$ cat config.mk
export PLATFORM = sky130hd
export DESIGN_NAME = smbus_transaction_engine
export DESIGN_NICKNAME = d
export VERILOG_FILES = /design/src/smbus_pkg.sv /design/src/smbus_transaction_engine.sv
export SDC_FILE = /design/constraint.sdc
export NUM_CORES = 1
export LEC_CHECK = 0
export BUFFER_PORTS_ARGS = -buffer_cell sky130_fd_sc_hd__buf_2
export CORE_AREA = 2 2 195 101
export CTS_BUF_LIST = sky130_fd_sc_hd__clkbuf_16
export DETAILED_ROUTE_END_ITERATION = 6
export DIE_AREA = 0 0 197 103
export MAX_ROUTING_LAYER = met4
export PLACE_DENSITY = 0.79
export REMOVE_ABC_BUFFERS = 1
export SYNTH_ARGS = -nofsm -noshare
export SYNTH_HDL_FRONTEND = slang
export SYNTH_SLANG_ARGS = --single-unit
$ cat constraint.sdc
create_clock -name clk -period 3.5 [get_ports clk]
set_input_delay 0.7 -clock clk [delete_from_list [all_inputs] [get_ports clk]]
set_output_delay 0.7 -clock clk [all_outputs]
set_load 0.005 [all_outputs]
$ cat src/smbus_pkg.sv
// Constants, timing and state encodings for the two-wire transaction engine.
// Assumes a single 200 MHz system clock; all times are converted to cycles here.
package smbus_pkg;
  localparam int CLK_PERIOD_NS  = 5;
  // Bus timing in ns (least times, rounded up to whole cycles)
  localparam int SCL_LOW_NS     = 4700;
  localparam int SCL_HIGH_NS    = 4000;
  localparam int START_HOLD_NS  = 4000;
  localparam int STOP_SETUP_NS  = 4000;
  localparam int BUS_FREE_NS    = 50000;
  localparam int SCL_LOW_CYC    = (SCL_LOW_NS + CLK_PERIOD_NS - 1) / CLK_PERIOD_NS;
  localparam int SCL_HIGH_CYC   = (SCL_HIGH_NS + CLK_PERIOD_NS - 1) / CLK_PERIOD_NS;
  localparam int START_HOLD_CYC = (START_HOLD_NS + CLK_PERIOD_NS - 1) / CLK_PERIOD_NS;
  localparam int STOP_SETUP_CYC = (STOP_SETUP_NS + CLK_PERIOD_NS - 1) / CLK_PERIOD_NS;
  localparam int BUS_FREE_CYC   = (BUS_FREE_NS + CLK_PERIOD_NS - 1) / CLK_PERIOD_NS;
  localparam int TCNT_W         = 11;
  // Byte framing: 7 address bits, direction in bit 0, then an acknowledge slot
  localparam int ADDR_BITS      = 7;
  localparam int DATA_BITS      = 8;
  localparam logic [3:0] SLOT_ACK = 4'h8;
  localparam logic [3:0] SLOT_END = 4'h9;
  localparam logic DIR_READ     = 1'b1;
  localparam logic DIR_WRITE    = 1'b0;
  typedef enum logic [2:0] {
    M_IDLE      = 3'b000,
    M_START     = 3'b001,
    M_LOW       = 3'b010,
    M_HIGH      = 3'b011,
    M_STOP_LOW  = 3'b100,
    M_STOP_HIGH = 3'b101
  } mstate_e;
  typedef enum logic [1:0] {
    PH_IDLE  = 2'b00,
    PH_ADDR  = 2'b01,
    PH_WRITE = 2'b10,
    PH_READ  = 2'b11
  } phase_e;
endpackage

$ cat src/smbus_transaction_engine.sv
// Two-wire bus transaction engine: master and slave, with write-data FIFO.
// Assumes open-drain SCL/SDA resolved outside; pins are asynchronous to clk.
// Contract
// - Frame is START, address byte with direction in bit 0, data bytes, STOP.
// - Receiver acknowledges each byte by holding SDA low while SCL is high; as master the engine leaves the last read byte unacknowledged.
// - SDA high in the acknowledge slot is read as not-acknowledge.
// - Direction bit one requests a read, zero requests a write.
// - Only a master issues START then sends address and direction.
// - Master writes bytes one at a time, awaiting slave acknowledge each.
// - In reads the slave sends bytes, awaiting master acknowledge each.
// - Master ends the transaction with STOP after its last byte.
// - Master starts only on a free bus: after STOP or long idle high.
// - Master sending high but seeing SDA low has lost arbitration; the engine checks only address and write data bits.
// - Winner continues; loser turns slave and receives if addressed.
// - A slave may hold SCL low to lengthen the low phase.
`timescale 1ns/1ps

module smbus_fifo #(
  parameter int W     = 8,
  parameter int DEPTH = 16
) (
  input  wire logic         clk,
  input  wire logic         rst,
  input  wire logic [W-1:0] in_data,
  input  wire logic         in_valid,
  output logic              in_ready,
  output logic [W-1:0]      out_data,
  output logic              out_valid,
  input  wire logic         out_ready
);
  localparam int AW = $clog2(DEPTH);
  if (DEPTH < 2 || (1 << AW) != DEPTH) $error("fifo depth must be a power of two");
  logic [W-1:0] mem [DEPTH];
  logic [AW-1:0] wr_q, rd_q;
  logic [AW:0]   cnt_q;
  logic          push, pop;
  assign push      = in_valid & in_ready;
  assign pop       = out_valid & out_ready;
  assign out_valid = (cnt_q != '0);
  assign out_data  = mem[rd_q];
  // Pointers and fill level; ready is a flop so the source sees honest back-pressure
  always_ff @(posedge clk) begin
    if (rst) begin
      wr_q     <= '0;
      rd_q     <= '0;
      cnt_q    <= '0;
      in_ready <= 1'b0;
    end else begin
      if (push) wr_q <= wr_q + 1'b1;
      if (pop) rd_q <= rd_q + 1'b1;
      cnt_q    <= cnt_q + (AW+1)'(push) - (AW+1)'(pop);
      in_ready <= (cnt_q + (AW+1)'(push) - (AW+1)'(pop)) < (AW+1)'(DEPTH);
    end
  end
  // Storage
  always_ff @(posedge clk) begin
    if (push) mem[wr_q] <= in_data;
  end
endmodule

module smbus_transaction_engine #(
  parameter int BUS_FREE_CYC = smbus_pkg::BUS_FREE_CYC,
  parameter int FIFO_DEPTH   = 16
) (
  input  wire logic                       clk,
  input  wire logic                       rst,
  input  wire logic                       scl_in,
  output logic                            scl_out,
  output logic                            scl_oe_n,
  input  wire logic                       sda_in,
  output logic                            sda_out,
  output logic                            sda_oe_n,
  input  wire logic                       cmd_valid,
  output logic                            cmd_ready,
  input  wire logic [smbus_pkg::ADDR_BITS-1:0] cmd_addr,
  input  wire logic                       cmd_rw,
  input  wire logic [7:0]                 cmd_len,
  input  wire logic [smbus_pkg::DATA_BITS-1:0] tx_data,
  input  wire logic                       tx_valid,
  output logic                            tx_ready,
  input  wire logic [smbus_pkg::ADDR_BITS-1:0] own_addr,
  input  wire logic [smbus_pkg::DATA_BITS-1:0] slv_tx_data,
  output logic [smbus_pkg::DATA_BITS-1:0] rx_data,
  output logic                            rx_valid,
  output logic                            rx_as_master,
  output logic                            bus_busy,
  output logic                            master_active,
  output logic                            done,
  output logic                            arb_lost,
  output logic                            nack,
  input  wire logic                       status_clr
);
  import smbus_pkg::*;
  localparam int FREE_W = $clog2(BUS_FREE_CYC + 1);
  if (BUS_FREE_CYC < 2) $error("bus free timeout too short");
  if (SCL_LOW_CYC >= (1 << TCNT_W) || SCL_HIGH_CYC >= (1 << TCNT_W)) $error("timer too narrow");

  logic [2:0]              scl_s, sda_s;
  logic                    scl_rise, scl_fall, start_det, stop_det;
  logic [FREE_W-1:0]       free_q;
  mstate_e                 mst_q;
  logic [TCNT_W-1:0]       tcnt_q;
  logic                    ms_sda_q, master_q, rw_cmd_q;
  logic [ADDR_BITS-1:0]    addr_cmd_q;
  phase_e                  phase_q;
  logic [3:0]              cnt_q;
  logic                    tx_q, ack_q, byte_drv_q, stop_pend_q, wait_data_q, slv_q;
  logic [DATA_BITS-1:0]    txb_q, rxs_q;
  logic [7:0]              remain_q;
  logic                    accept, arb_hit, nack_ev, stop_fin, fifo_pop, f_valid;
  logic [DATA_BITS-1:0]    f_data;

  // Write data path; draining stalls on an empty FIFO and SCL is held low until a byte arrives
  smbus_fifo #(.W(DATA_BITS), .DEPTH(FIFO_DEPTH)) u_fifo (
    .clk      (clk),
    .rst      (rst),
    .in_data  (tx_data),
    .in_valid (tx_valid),
    .in_ready (tx_ready),
    .out_data (f_data),
    .out_valid(f_valid),
    .out_ready(fifo_pop)
  );

  // Two-flop synchronisers plus one history flop for edge finding
  always_ff @(posedge clk) begin
    if (rst) begin
      scl_s <= 3'h7;
      sda_s <= 3'h7;
    end else begin
      scl_s <= {scl_s[1:0], scl_in};
      sda_s <= {sda_s[1:0], sda_in};
    end
  end
  assign scl_rise  = scl_s[1] & ~scl_s[2];
  assign scl_fall  = ~scl_s[1] & scl_s[2];
  assign start_det = scl_s[1] & scl_s[2] & sda_s[2] & ~sda_s[1];
  assign stop_det  = scl_s[1] & scl_s[2] & ~sda_s[2] & sda_s[1];

  // Losing means driving a one (released) and reading zero on a rising edge
  assign arb_hit  = scl_rise && cnt_q < SLOT_ACK && master_q && tx_q && txb_q[~cnt_q[2:0]]
                    && !sda_s[1] && (phase_q == PH_ADDR || phase_q == PH_WRITE);
  assign nack_ev  = scl_fall && cnt_q == SLOT_END && master_q && !ack_q
                    && (phase_q == PH_ADDR || phase_q == PH_WRITE);
  assign accept   = cmd_valid && cmd_ready;
  assign stop_fin = (mst_q == M_STOP_HIGH) && scl_s[1] && tcnt_q == '0;
  assign fifo_pop = wait_data_q && f_valid;

  // Bus busy tracking: set by any START, freed by STOP or long idle high
  always_ff @(posedge clk) begin
    if (rst) begin
      bus_busy <= 1'b0;
      free_q   <= '0;
    end else begin
      free_q <= (scl_s[1] && sda_s[1]) ? ((free_q == FREE_W'(BUS_FREE_CYC)) ? free_q
                                           : free_q + 1'b1) : '0;
      if (start_det) bus_busy <= 1'b1;
      else if (stop_det || free_q == FREE_W'(BUS_FREE_CYC - 1)) bus_busy <= 1'b0;
    end
  end

  // Command acceptance only while idle and the bus is free
  always_ff @(posedge clk) begin
    if (rst) cmd_ready <= 1'b0;
    else cmd_ready <= (mst_q == M_IDLE) && !bus_busy && !start_det && !accept;
  end

  // Master clock generator: START, bit clocking, STOP
  always_ff @(posedge clk) begin
    if (rst) begin
      mst_q      <= M_IDLE;
      tcnt_q     <= '0;
      scl_oe_n   <= 1'b1;
      ms_sda_q   <= 1'b0;
      master_q   <= 1'b0;
      addr_cmd_q <= '0;
      rw_cmd_q   <= DIR_WRITE;
    end else if (arb_hit) begin
      mst_q    <= M_IDLE;
      scl_oe_n <= 1'b1;
      ms_sda_q <= 1'b0;
      master_q <= 1'b0;
    end else begin
      if (tcnt_q != '0) tcnt_q <= tcnt_q - 1'b1;
      case (mst_q)
        M_IDLE: begin
          scl_oe_n <= 1'b1;
          if (accept) begin
            master_q   <= 1'b1;
            addr_cmd_q <= cmd_addr;
            rw_cmd_q   <= cmd_rw;
            ms_sda_q   <= 1'b1;
            tcnt_q     <= TCNT_W'(START_HOLD_CYC);
            mst_q      <= M_START;
          end
        end
        M_START: begin
          if (tcnt_q == '0) begin
            scl_oe_n <= 1'b0;
            tcnt_q   <= TCNT_W'(SCL_LOW_CYC);
            mst_q    <= M_LOW;
          end
        end
        M_LOW: begin
          ms_sda_q <= 1'b0;
          if (tcnt_q == '0 && stop_pend_q) begin
            ms_sda_q <= 1'b1;
            tcnt_q   <= TCNT_W'(SCL_LOW_CYC);
            mst_q    <= M_STOP_LOW;
          end else if (tcnt_q == '0 && !wait_data_q) begin
            scl_oe_n <= 1'b1;
            tcnt_q   <= TCNT_W'(SCL_HIGH_CYC);
            mst_q    <= M_HIGH;
          end
        end
        M_HIGH: begin
          // Timing starts only once SCL is seen high, so a stretching slave wins
          if (!scl_s[1]) tcnt_q <= TCNT_W'(SCL_HIGH_CYC);
          else if (tcnt_q == '0) begin
            scl_oe_n <= 1'b0;
            tcnt_q   <= TCNT_W'(SCL_LOW_CYC);
            mst_q    <= M_LOW;
          end
        end
        M_STOP_LOW: begin
          if (tcnt_q == '0) begin
            scl_oe_n <= 1'b1;
            tcnt_q   <= TCNT_W'(STOP_SETUP_CYC);
            mst_q    <= M_STOP_HIGH;
          end
        end
        M_STOP_HIGH: begin
          if (!scl_s[1]) tcnt_q <= TCNT_W'(STOP_SETUP_CYC);
          else if (tcnt_q == '0) begin
            ms_sda_q <= 1'b0;
            master_q <= 1'b0;
            mst_q    <= M_IDLE;
          end
        end
        default: mst_q <= M_IDLE;
      endcase
    end
  end

  // Byte engine: shifts on SCL edges in both master and slave roles
  always_ff @(posedge clk) begin
    if (rst) begin
      phase_q     <= PH_IDLE;
      cnt_q       <= '0;
      tx_q        <= 1'b0;
      ack_q       <= 1'b0;
      byte_drv_q  <= 1'b0;
      stop_pend_q <= 1'b0;
      wait_data_q <= 1'b0;
      slv_q       <= 1'b0;
      txb_q       <= '0;
      rxs_q       <= '0;
      remain_q    <= '0;
      rx_data     <= '0;
      rx_valid    <= 1'b0;
      rx_as_master <= 1'b0;
    end else begin
      rx_valid <= 1'b0;
      if (mst_q == M_STOP_HIGH) stop_pend_q <= 1'b0;
      if (fifo_pop) begin
        txb_q       <= f_data;
        tx_q        <= 1'b1;
        byte_drv_q  <= ~f_data[DATA_BITS-1];
        wait_data_q <= 1'b0;
      end
      if (start_det) begin
        phase_q    <= PH_ADDR;
        cnt_q      <= '0;
        slv_q      <= 1'b0;
        tx_q       <= master_q;
        txb_q      <= {addr_cmd_q, rw_cmd_q};
        remain_q   <= cmd_len;
        byte_drv_q <= 1'b0;
      end else if (stop_det) begin
        phase_q     <= PH_IDLE;
        byte_drv_q  <= 1'b0;
        wait_data_q <= 1'b0;
      end else if (arb_hit) begin
        tx_q       <= 1'b0;
        byte_drv_q <= 1'b0;
        cnt_q      <= cnt_q + 1'b1;
        rxs_q      <= {rxs_q[DATA_BITS-2:0], sda_s[1]};
      end else if (scl_rise && phase_q != PH_IDLE) begin
        if (cnt_q < SLOT_ACK) rxs_q <= {rxs_q[DATA_BITS-2:0], sda_s[1]};
        else ack_q <= ~sda_s[1];
        cnt_q <= (cnt_q == SLOT_ACK) ? SLOT_END : cnt_q + 1'b1;
      end else if (scl_fall && phase_q != PH_IDLE) begin
        if (cnt_q < SLOT_ACK) begin
          byte_drv_q <= tx_q & ~txb_q[~cnt_q[2:0]];
        end else if (cnt_q == SLOT_ACK) begin
          // Acknowledge slot: the receiver of the byte pulls SDA low, except the master on the last read byte
          byte_drv_q <= 1'b0;
          if (phase_q == PH_ADDR && !master_q) begin
            if (rxs_q[DATA_BITS-1:1] == own_addr) begin
              slv_q      <= 1'b1;
              byte_drv_q <= 1'b1;
            end else phase_q <= PH_IDLE;
          end else if (phase_q == PH_WRITE && slv_q) begin
            byte_drv_q <= 1'b1;
            rx_data    <= rxs_q;
            rx_valid   <= 1'b1;
            rx_as_master <= 1'b0;
          end else if (phase_q == PH_READ && master_q) begin
            byte_drv_q <= (remain_q > 8'h01);
            rx_data    <= rxs_q;
            rx_valid   <= 1'b1;
            rx_as_master <= 1'b1;
          end
        end else begin
          // End of byte: choose the next byte's direction or finish
          cnt_q      <= '0;
          byte_drv_q <= 1'b0;
          tx_q       <= 1'b0;
          case (phase_q)
            PH_ADDR: begin
              if (master_q) begin
                if (!ack_q || remain_q == 8'h00) begin
                  stop_pend_q <= 1'b1;
                  phase_q     <= PH_IDLE;
                end else if (txb_q[0] == DIR_READ) begin
                  phase_q <= PH_READ;
                end else begin
                  phase_q     <= PH_WRITE;
                  wait_data_q <= 1'b1;
                end
              end else if (rxs_q[0] == DIR_READ) begin
                phase_q    <= PH_READ;
                tx_q       <= 1'b1;
                txb_q      <= slv_tx_data;
                byte_drv_q <= ~slv_tx_data[DATA_BITS-1];
              end else phase_q <= PH_WRITE;
            end
            PH_WRITE: begin
              if (master_q) begin
                remain_q <= remain_q - 1'b1;
                if (!ack_q || remain_q == 8'h01) begin
                  stop_pend_q <= 1'b1;
                  phase_q     <= PH_IDLE;
                end else wait_data_q <= 1'b1;
              end
            end
            PH_READ: begin
              if (master_q) begin
                remain_q <= remain_q - 1'b1;
                if (remain_q == 8'h01) begin
                  stop_pend_q <= 1'b1;
                  phase_q     <= PH_IDLE;
                end
              end else if (ack_q) begin
                tx_q       <= 1'b1;
                txb_q      <= slv_tx_data;
                byte_drv_q <= ~slv_tx_data[DATA_BITS-1];
              end else phase_q <= PH_IDLE;
            end
            default: phase_q <= PH_IDLE;
          endcase
        end
      end
    end
  end

  // Sticky arb_lost and nack, done a one-cycle pulse; a new event in the clearing cycle wins over the clear
  always_ff @(posedge clk) begin
    if (rst) begin
      arb_lost <= 1'b0;
      nack     <= 1'b0;
      done     <= 1'b0;
    end else begin
      arb_lost <= arb_hit | (arb_lost & ~status_clr);
      nack     <= nack_ev | (nack & ~status_clr);
      done     <= stop_fin;
    end
  end

  // Pin drivers: only ever pull low, enables active low
  always_ff @(posedge clk) begin
    if (rst) begin
      scl_out       <= 1'b0;
      sda_out       <= 1'b0;
      sda_oe_n      <= 1'b1;
      master_active <= 1'b0;
    end else begin
      scl_out       <= 1'b0;
      sda_out       <= 1'b0;
      sda_oe_n      <= ~(byte_drv_q | ms_sda_q) | arb_hit;
      master_active <= master_q;
    end
  end
endmodule

# Word-level counts from Yosys, hierarchy flattened
# Memories as Yosys holds them, arrays and structs flattened. A register that Yosys moved wholly into a read port is not among the register bits.
# Cells that the tools add are included.
dict set report op_classes {
  n_bitwise 35
  mul 0
  n_lt_le_gt_ge 4
  div_mod_pow 0
  n_mux 150
  shifts 0
  n_addsub 8
  n_eq_ne 44
  n_reduce_logical 74
}
# op count
set op_table {}
lappend op_table {{8-bit 2-to-1 mux} 26}
lappend op_table {{11-bit 2-to-1 mux} 8}
lappend op_table {{1-bit 2-to-1 mux} 78}
lappend op_table {{11-bit case mux with 6 select lines} 1}
lappend op_table {{4-bit 2-to-1 mux} 8}
lappend op_table {{14-bit equality test (second input constant)} 2}
lappend op_table {{2-bit != test (second input constant)} 13}
lappend op_table {{1-bit logical AND} 25}
lappend op_table {{3-bit 2-to-1 mux} 8}
lappend op_table {{3-bit != test (second input constant)} 7}
lappend op_table {{2-bit 2-to-1 mux} 10}
lappend op_table {{10-bit AND reduction} 2}
lappend op_table {{1-bit NOT} 18}
lappend op_table {{3-bit case mux with 6 select lines} 1}
lappend op_table {{2-bit nonzero test} 9}
lappend op_table {{8-bit case mux with 2 select lines} 1}
lappend op_table {{4-bit AND reduction} 4}
lappend op_table {{8-bit AND reduction} 2}
lappend op_table {{14-bit by 1-bit adder with 14-bit output (second input constant)} 1}
lappend op_table {{4-bit by 1-bit adder with 4-bit output (second input constant)} 3}
lappend op_table {{1-bit AND} 12}
lappend op_table {{11-bit zero test} 1}
lappend op_table {{11-bit nonzero test} 1}
lappend op_table {{11-bit by 1-bit subtractor with 11-bit output (second input constant)} 1}
lappend op_table {{44 further kinds} 73}
dict set report totals {
  mem_count 1
  out_inout_bits 21
  mem_bits_ro 0
  reg_bits 112
  ram_bits 128
  latchBits 0
  inputBits 46
  word_cells 352
}
# memory words word_bits rd rd_ports_with_merged_regs wr line
set memory_table {}
lappend memory_table {u_fifo.mem 16 8 1 1 1 smbus_transaction_engine.sv:33} ;# logic [W-1:0] mem [DEPTH];

# Longest topological paths before layout
dict set report depth {
  depth_word 14
  mapped_depth 15
  depth_no_buf 15
}

# Modules after synthesis
# Synthesis repeated with hierarchy kept, for this count alone.
dict set report hier_totals {
  hier_cells 936
  area_unflattened_um2 11227.0
}
# mod area_each_um2 instances seq_area_each_um2 cells_each
set by_module_without_submodules {}
lappend by_module_without_submodules {smbus_fifo 5818.1 1 4204.0 304}
lappend by_module_without_submodules {smbus_transaction_engine 5408.9 1 1961.9 632}

# Worst setup path before layout
# OpenSTA, ideal clock, no wires.
dict set report synth_path {
  kind {reg2reg}
  start {reg u_fifo.cnt_q[3]}
  end {reg u_fifo.cnt_q[4]}
  stages_incl_launch_ff 16
  required_time_ns 3.434
  arrival_ns 2.813
  path_slack_ns 0.621
  n_path_buf 0
  path_cell_list {dfxtp_1 inv_1 ha_1 or4b_2 nand2_1 inv_2 ha_1 inv_1 ha_1 inv_1 fa_1 inv_1 a21oi_1 o21bai_1 xnor2_1 nor2b_1}
}
dict set report synth_via {
  elab_chain_len 4
  word_cells_on_any_way 5
}
# item line
set synth_rtl {}
lappend synth_rtl {{start, declared} smbus_transaction_engine.sv:35} ;# logic [AW:0] cnt_q;
lappend synth_rtl {{start signal, assigned} smbus_transaction_engine.sv:51} ;# cnt_q <= cnt_q + (AW+1)'(push) - (AW+1)'(pop);
lappend synth_rtl {{5-bit nonzero test *} smbus_transaction_engine.sv:39} ;# assign out_valid = (cnt_q != '0);
lappend synth_rtl {{1-bit logical AND} smbus_transaction_engine.sv:147} ;# assign fifo_pop = wait_data_q && f_valid;
lappend synth_rtl {{1-bit AND *} smbus_transaction_engine.sv:38} ;# assign pop = out_valid & out_ready;
lappend synth_rtl {{via u_fifo.pop} smbus_transaction_engine.sv:36} ;# logic push, pop;
lappend synth_rtl {{5-bit by 1-bit subtractor with 5-bit output *} smbus_transaction_engine.sv:51}
# Mark *: on every way through the listed nets, which the timed path passes. The rest lies on a longest branch.
# A chain may end at the register's enable or synchronous reset.

# Worst setup path after layout
# Same ends and word-level chain as after synthesis.

==> summary.txt <==
Global route
  – Largest net degree at the start of global routing: 49
  – Total gr overflow: 0
  – First-pass GRT wire length: 41300 um
  – GRT Total Usage: 27.44%
  – Initial antenna violation count: 0
  – Vias in the first global route: 7274

Critical path
  – Crit end category: flop
  – Largest delay share family, worst path: adder cells
  – Critical path startpoint category: flop
  – Crit Reg-Reg Startpoint: u_fifo.cnt_q[3]
  – CP bufs+invs: 5
  – Worst R2R Setup Slack: 0.34 ns
  – Worst path cell trace: inv_1 -> ha_1 -> or4b_2 -> nand2_1 -> inv_2 -> ha_1 -> inv_1 -> ha_1 -> inv_1 -> fa_1 -> inv_1 -> a21oi_1 -> o21bai_1 -> xnor2_1 -> nor2b_1
  – CP max-delay cell: or4b_2
  – Arrival time at the worst endpoint: 3.61 ns
  – Required time worst endpoint: 3.95 ns
  – CP Class: flop to flop
  – Most frequent cell on the critical path: inv_1
  – FF-to-FF End: u_fifo.cnt_q[4]
  – Reg2Reg Depth: 15
  – Slowest stage delay, CP: 0.58 ns
  – Crit path max fanout: 10

Layout
  – Fin nets: 1092
  – Post-Layout Cell Count: 1283
  – Number of diodes: 0
  – Area grow syn2layout: 12.15%
  – Share of layout cells above drive strength 1: 20.66%
  – Final Util: 66.54%

Pwr
  – Total power: 6.801 mW
  – Cell leakage power: 4.299 nW
  – Int Pwr: 4.906 mW
  – Pwr Density: 542.9 nW/um^2
  – Part of the power in registers: 48.5%
  – Peak VDD IR: 0.3807 mV
  – P_sw: 1.895 mW
  – Clock network power share: 34.2%
  – Sw Ratio: 27.86%
  – Logic pwr share: 17.3%

Clocking
  – H-Tree Level Count: 1
  – Clock Latency Late Sink: 0.51 ns
  – Clk root buf: clkbuf_16
  – CTS Hold Bufs: 0
  – Post-CTS setup buffers: 0
  – Clock sink count: 244
  – Num CTS Buffers: 22
  – CTS tree: done
  – Post-cts sizing count: 0
  – Bufs on Longest Clock Path: 3
  – Clk slew on worst S/H paths: 0.07 ns

Synthesis
  – Async set-or-reset flop fraction in the synthesized netlist: 0%
  – Netlist cell types: 83
  – Simple-Gate Fraction of Synth Area: 14.66%
  – Dominant synthesized flop cell: edfxtp_1
  – Mapped Cells: 954
  – Compound-Gate Fraction of Synth Area: 11.60%
  – Main combinational cell family by area after synthesis: simple AND/OR/NAND/NOR gates
  – Yosys warns: 0
  – Syn_area_per_cell: 11.71 um^2
  – Mapped Area: 11170 um^2
  – Flops & latches, synth: 244
  – Area share of fa/ha/maj cells after synthesis: 2.979%
  – Sequential area share after synthesis: 55.20%
  – Mux contribution to synthesized area: 10.08%
  – Number of flops mapped to enable cells by yosys: 128
  – XOR/XNOR Fraction of Synth Area: 2.195%

Floorplanning
  – Die Ht: 103 um
  – Die span in x: 197 um
  – Die area: 20290 um^2
  – Core Box Area: 18830 um^2
  – Initial core utilization: 59.33%
  – Io pins: 67
  – Num rows: 36

Place
  – Post-DP HPWL: 18990 um
  – Port buffer count: 64
  – Placed cell count: 1243
  – Gpl congestion: 0.9396
  – Post-place setup slack: 0.3758 ns

Min path
  – WHS Path Cells: 2
  – Worst Min Path Start: sda_in
  – HP Class: primary input to flop
  – Worst Hold Path EP: sda_s[0]

Detailed routing
  – DR pass1 iterations: 5
  – Wire per inst: 20.70 um
  – Routed Antenna Nets: 0
  – Final routed DRC violation total: 0
  – Drt initial violations: 893
  – WL final: 26560 um
  – Detailed-route via count: 7974
  – Via-to-Cell Ratio: 6.215

STA
  – Actual slew at the worst max-slew pin: 1.097 ns
  – Fin. max-slew vios: 0
  – Final min period: 3.156 ns
  – Final period util: 90.16%
  – RSZ-0062 raised after global routing: no
  – Post-Route Skew: 0.01325 ns
  – Max frequency: 316.9 MHz
  – Rel. slew slack: 26.60%
  – Final number of setup-violating endpoints: 0
  – Fin Setup TNS: 0 ns
  – Final Hold Viols: 0
  – Setup ws final: 0.3442 ns

Flow run
  – Maxcap violations: 0

Run status
  – Status: finished clean
metal layers:
| metal | vias to the layer above | global-route usage (%) | routed length [um] |
|---|---|---|---|
| met4 | 0 | 3.412 | 244 |
| met1 | 3860 | 44.45 | 13220 |
| met5 | - | - | 0 |
| met2 | 368 | 34.36 | 10200 |
| li1 | 3716 | - | - |
| met3 | 30 | 7.000 | 2894 |
worst reg2reg max path: cells and delay by family (launching register included):
| kind | cells | cell delay, ns |
|---|---|---|
| and+or+nand+nor | 3 | 0.93 |
| adders and majority gates | 4 | 1.06 |
| buffers and inverters | 5 | 0.41 |
| xor gates and xnor gates | 1 | 0.16 |
| AOI/OAI and AO/OA | 2 | 0.21 |
| DFF | 1 | 0.32 |
cells by family (layout without fill, tap and decap cells):
| logic type | Yosys count | count (layout) |
|---|---|---|
| compound gates | 188 | 188 |
| xor+xnor | 28 | 28 |
| fa+ha+maj | 26 | 26 |
| buf+inv | 87 | 168 |
| flops | 244 | 244 |
| mux | 70 | 70 |
| other cells | 1 | 2 |
| simple gates | 310 | 310 |
power groups by stage:
stage / clock network (mW) / registers, mW / logic, mW
after global placement: 0 / 3.35 / 1.12
after floorplan: 0 / 3.33 / 0.818
after detailed placement: 0 / 3.36 / 1.15
after global routing: 2.47 / 3.32 / 1.32
after CTS: 2.35 / 3.30 / 1.16
final: 2.32 / 3.30 / 1.18
final cells by class:
| cell class | count | area [um^2] |
|---|---|---|
| Inverter | 30 | 112.6 |
| Timing Repair Buffer | 98 | 600.6 |
| Clock inverter | 16 | 86.33 |
| Clock buffer | 24 | 600.6 |
| Tap cell | 247 | 309.0 |
| Multi-Input combinational cell | 624 | 4652 |
| Fill cell | 1433 | 6300 |
| Sequential cell | 244 | 6167 |
stage by stage:
stage                     hold slack (ns)  instance area, um^2
after CTS                          0.3601                12530
final                              0.3753                12530
after detailed placement           0.4006                11840
after floorplan                    0.3895                10920
after global placement             0.3915                11840
after global routing               0.3574                12530
flip-flops by register name (all words and copies together) (netlist names), 2 cells and up, named ones only:
register      flops
free_q           14
mst_q             3
u_fifo.mem      128
txb_q             8
rxs_q             8
rx_data           8
addr_cmd_q        7
sda_s             3
u_fifo.rd_q       4
cnt_q             4
scl_s             3
u_fifo.wr_q       4
phase_q           2
tcnt_q           11
u_fifo.cnt_q      5
remain_q          8
synth_stat cells (4+ instances only):
cell / number / area, um^2
ha_1: 25 / 312.8
edfxtp_1: 128 / 3844
a211oi_1: 17 / 127.6
nand3_1: 21 / 105.1
nor3_1: 21 / 105.1
nor4_1: 8 / 50.05
nand4_1: 9 / 56.30
clkbuf_1: 41 / 153.9
mux4_2: 33 / 743.2
dfxtp_1: 116 / 2322
and2_1: 4 / 25.02
a21oi_1: 53 / 265.3
o21ai_0: 22 / 110.1
a31oi_1: 5 / 31.28
o211ai_1: 12 / 90.09
inv_1: 28 / 105.1
xnor2_1: 10 / 87.58
nand3b_1: 5 / 37.54
a2111oi_0: 5 / 43.79
nor3b_1: 5 / 37.54
nand4b_1: 4 / 35.03
mux2i_1: 27 / 270.3
xor2_1: 18 / 157.7
nand2_1: 60 / 225.2
mux2_2: 10 / 112.6
nor2_1: 86 / 322.8
o22ai_1: 7 / 43.79
or3_1: 9 / 56.30
nor4b_1: 4 / 35.03
buf_2: 11 / 55.05
a221oi_1: 11 / 96.34
nor2b_1: 13 / 81.33
nand2b_1: 25 / 156.4
or2_2: 14 / 87.58
a22oi_1: 7 / 52.55
placed cells by master (no fill, tap or decap), drive strengths merged, types with 4 or more instances in the layout:
master,instances
edfxtp,128
dfxtp,116
buf,98
nor2,86
nand2,60
a21oi,54
inv,38
mux4,33
mux2i,27
nand2b,25
ha,25
o21ai,25
clkbuf,24
nor3,22
nand3,21
xor2,18
a211oi,18
or2,14
nor2b,13
o211ai,12
nor4,12
a221oi,11
mux2,10
xnor2,10
or3,9
nand4,9
o22ai,7
a22oi,7
nor3b,5
nand3b,5
a31oi,5
a2111oi,5
clkinv,5
and2,4
nor4b,4
nand4b,4
worst max-delay path by stage:
stage | startpoint | endpoint | slack [ns] | cells past startpoint
global route | u_fifo.cnt_q[3] | u_fifo.cnt_q[4] | 0.10 | 15
detailed placement | u_fifo.cnt_q[3] | u_fifo.cnt_q[4] | 0.38 | 15
floorplan | cnt_q[3] | rx_data[0] | -0.20 | 4
CTS | u_fifo.cnt_q[3] | u_fifo.cnt_q[4] | 0.36 | 15
finish | u_fifo.cnt_q[3] | u_fifo.cnt_q[4] | 0.34 | 15
global placement | u_fifo.cnt_q[3] | u_fifo.cnt_q[4] | 0.46 | 15
Note: power is estimated with default switching activity, not from simulation.
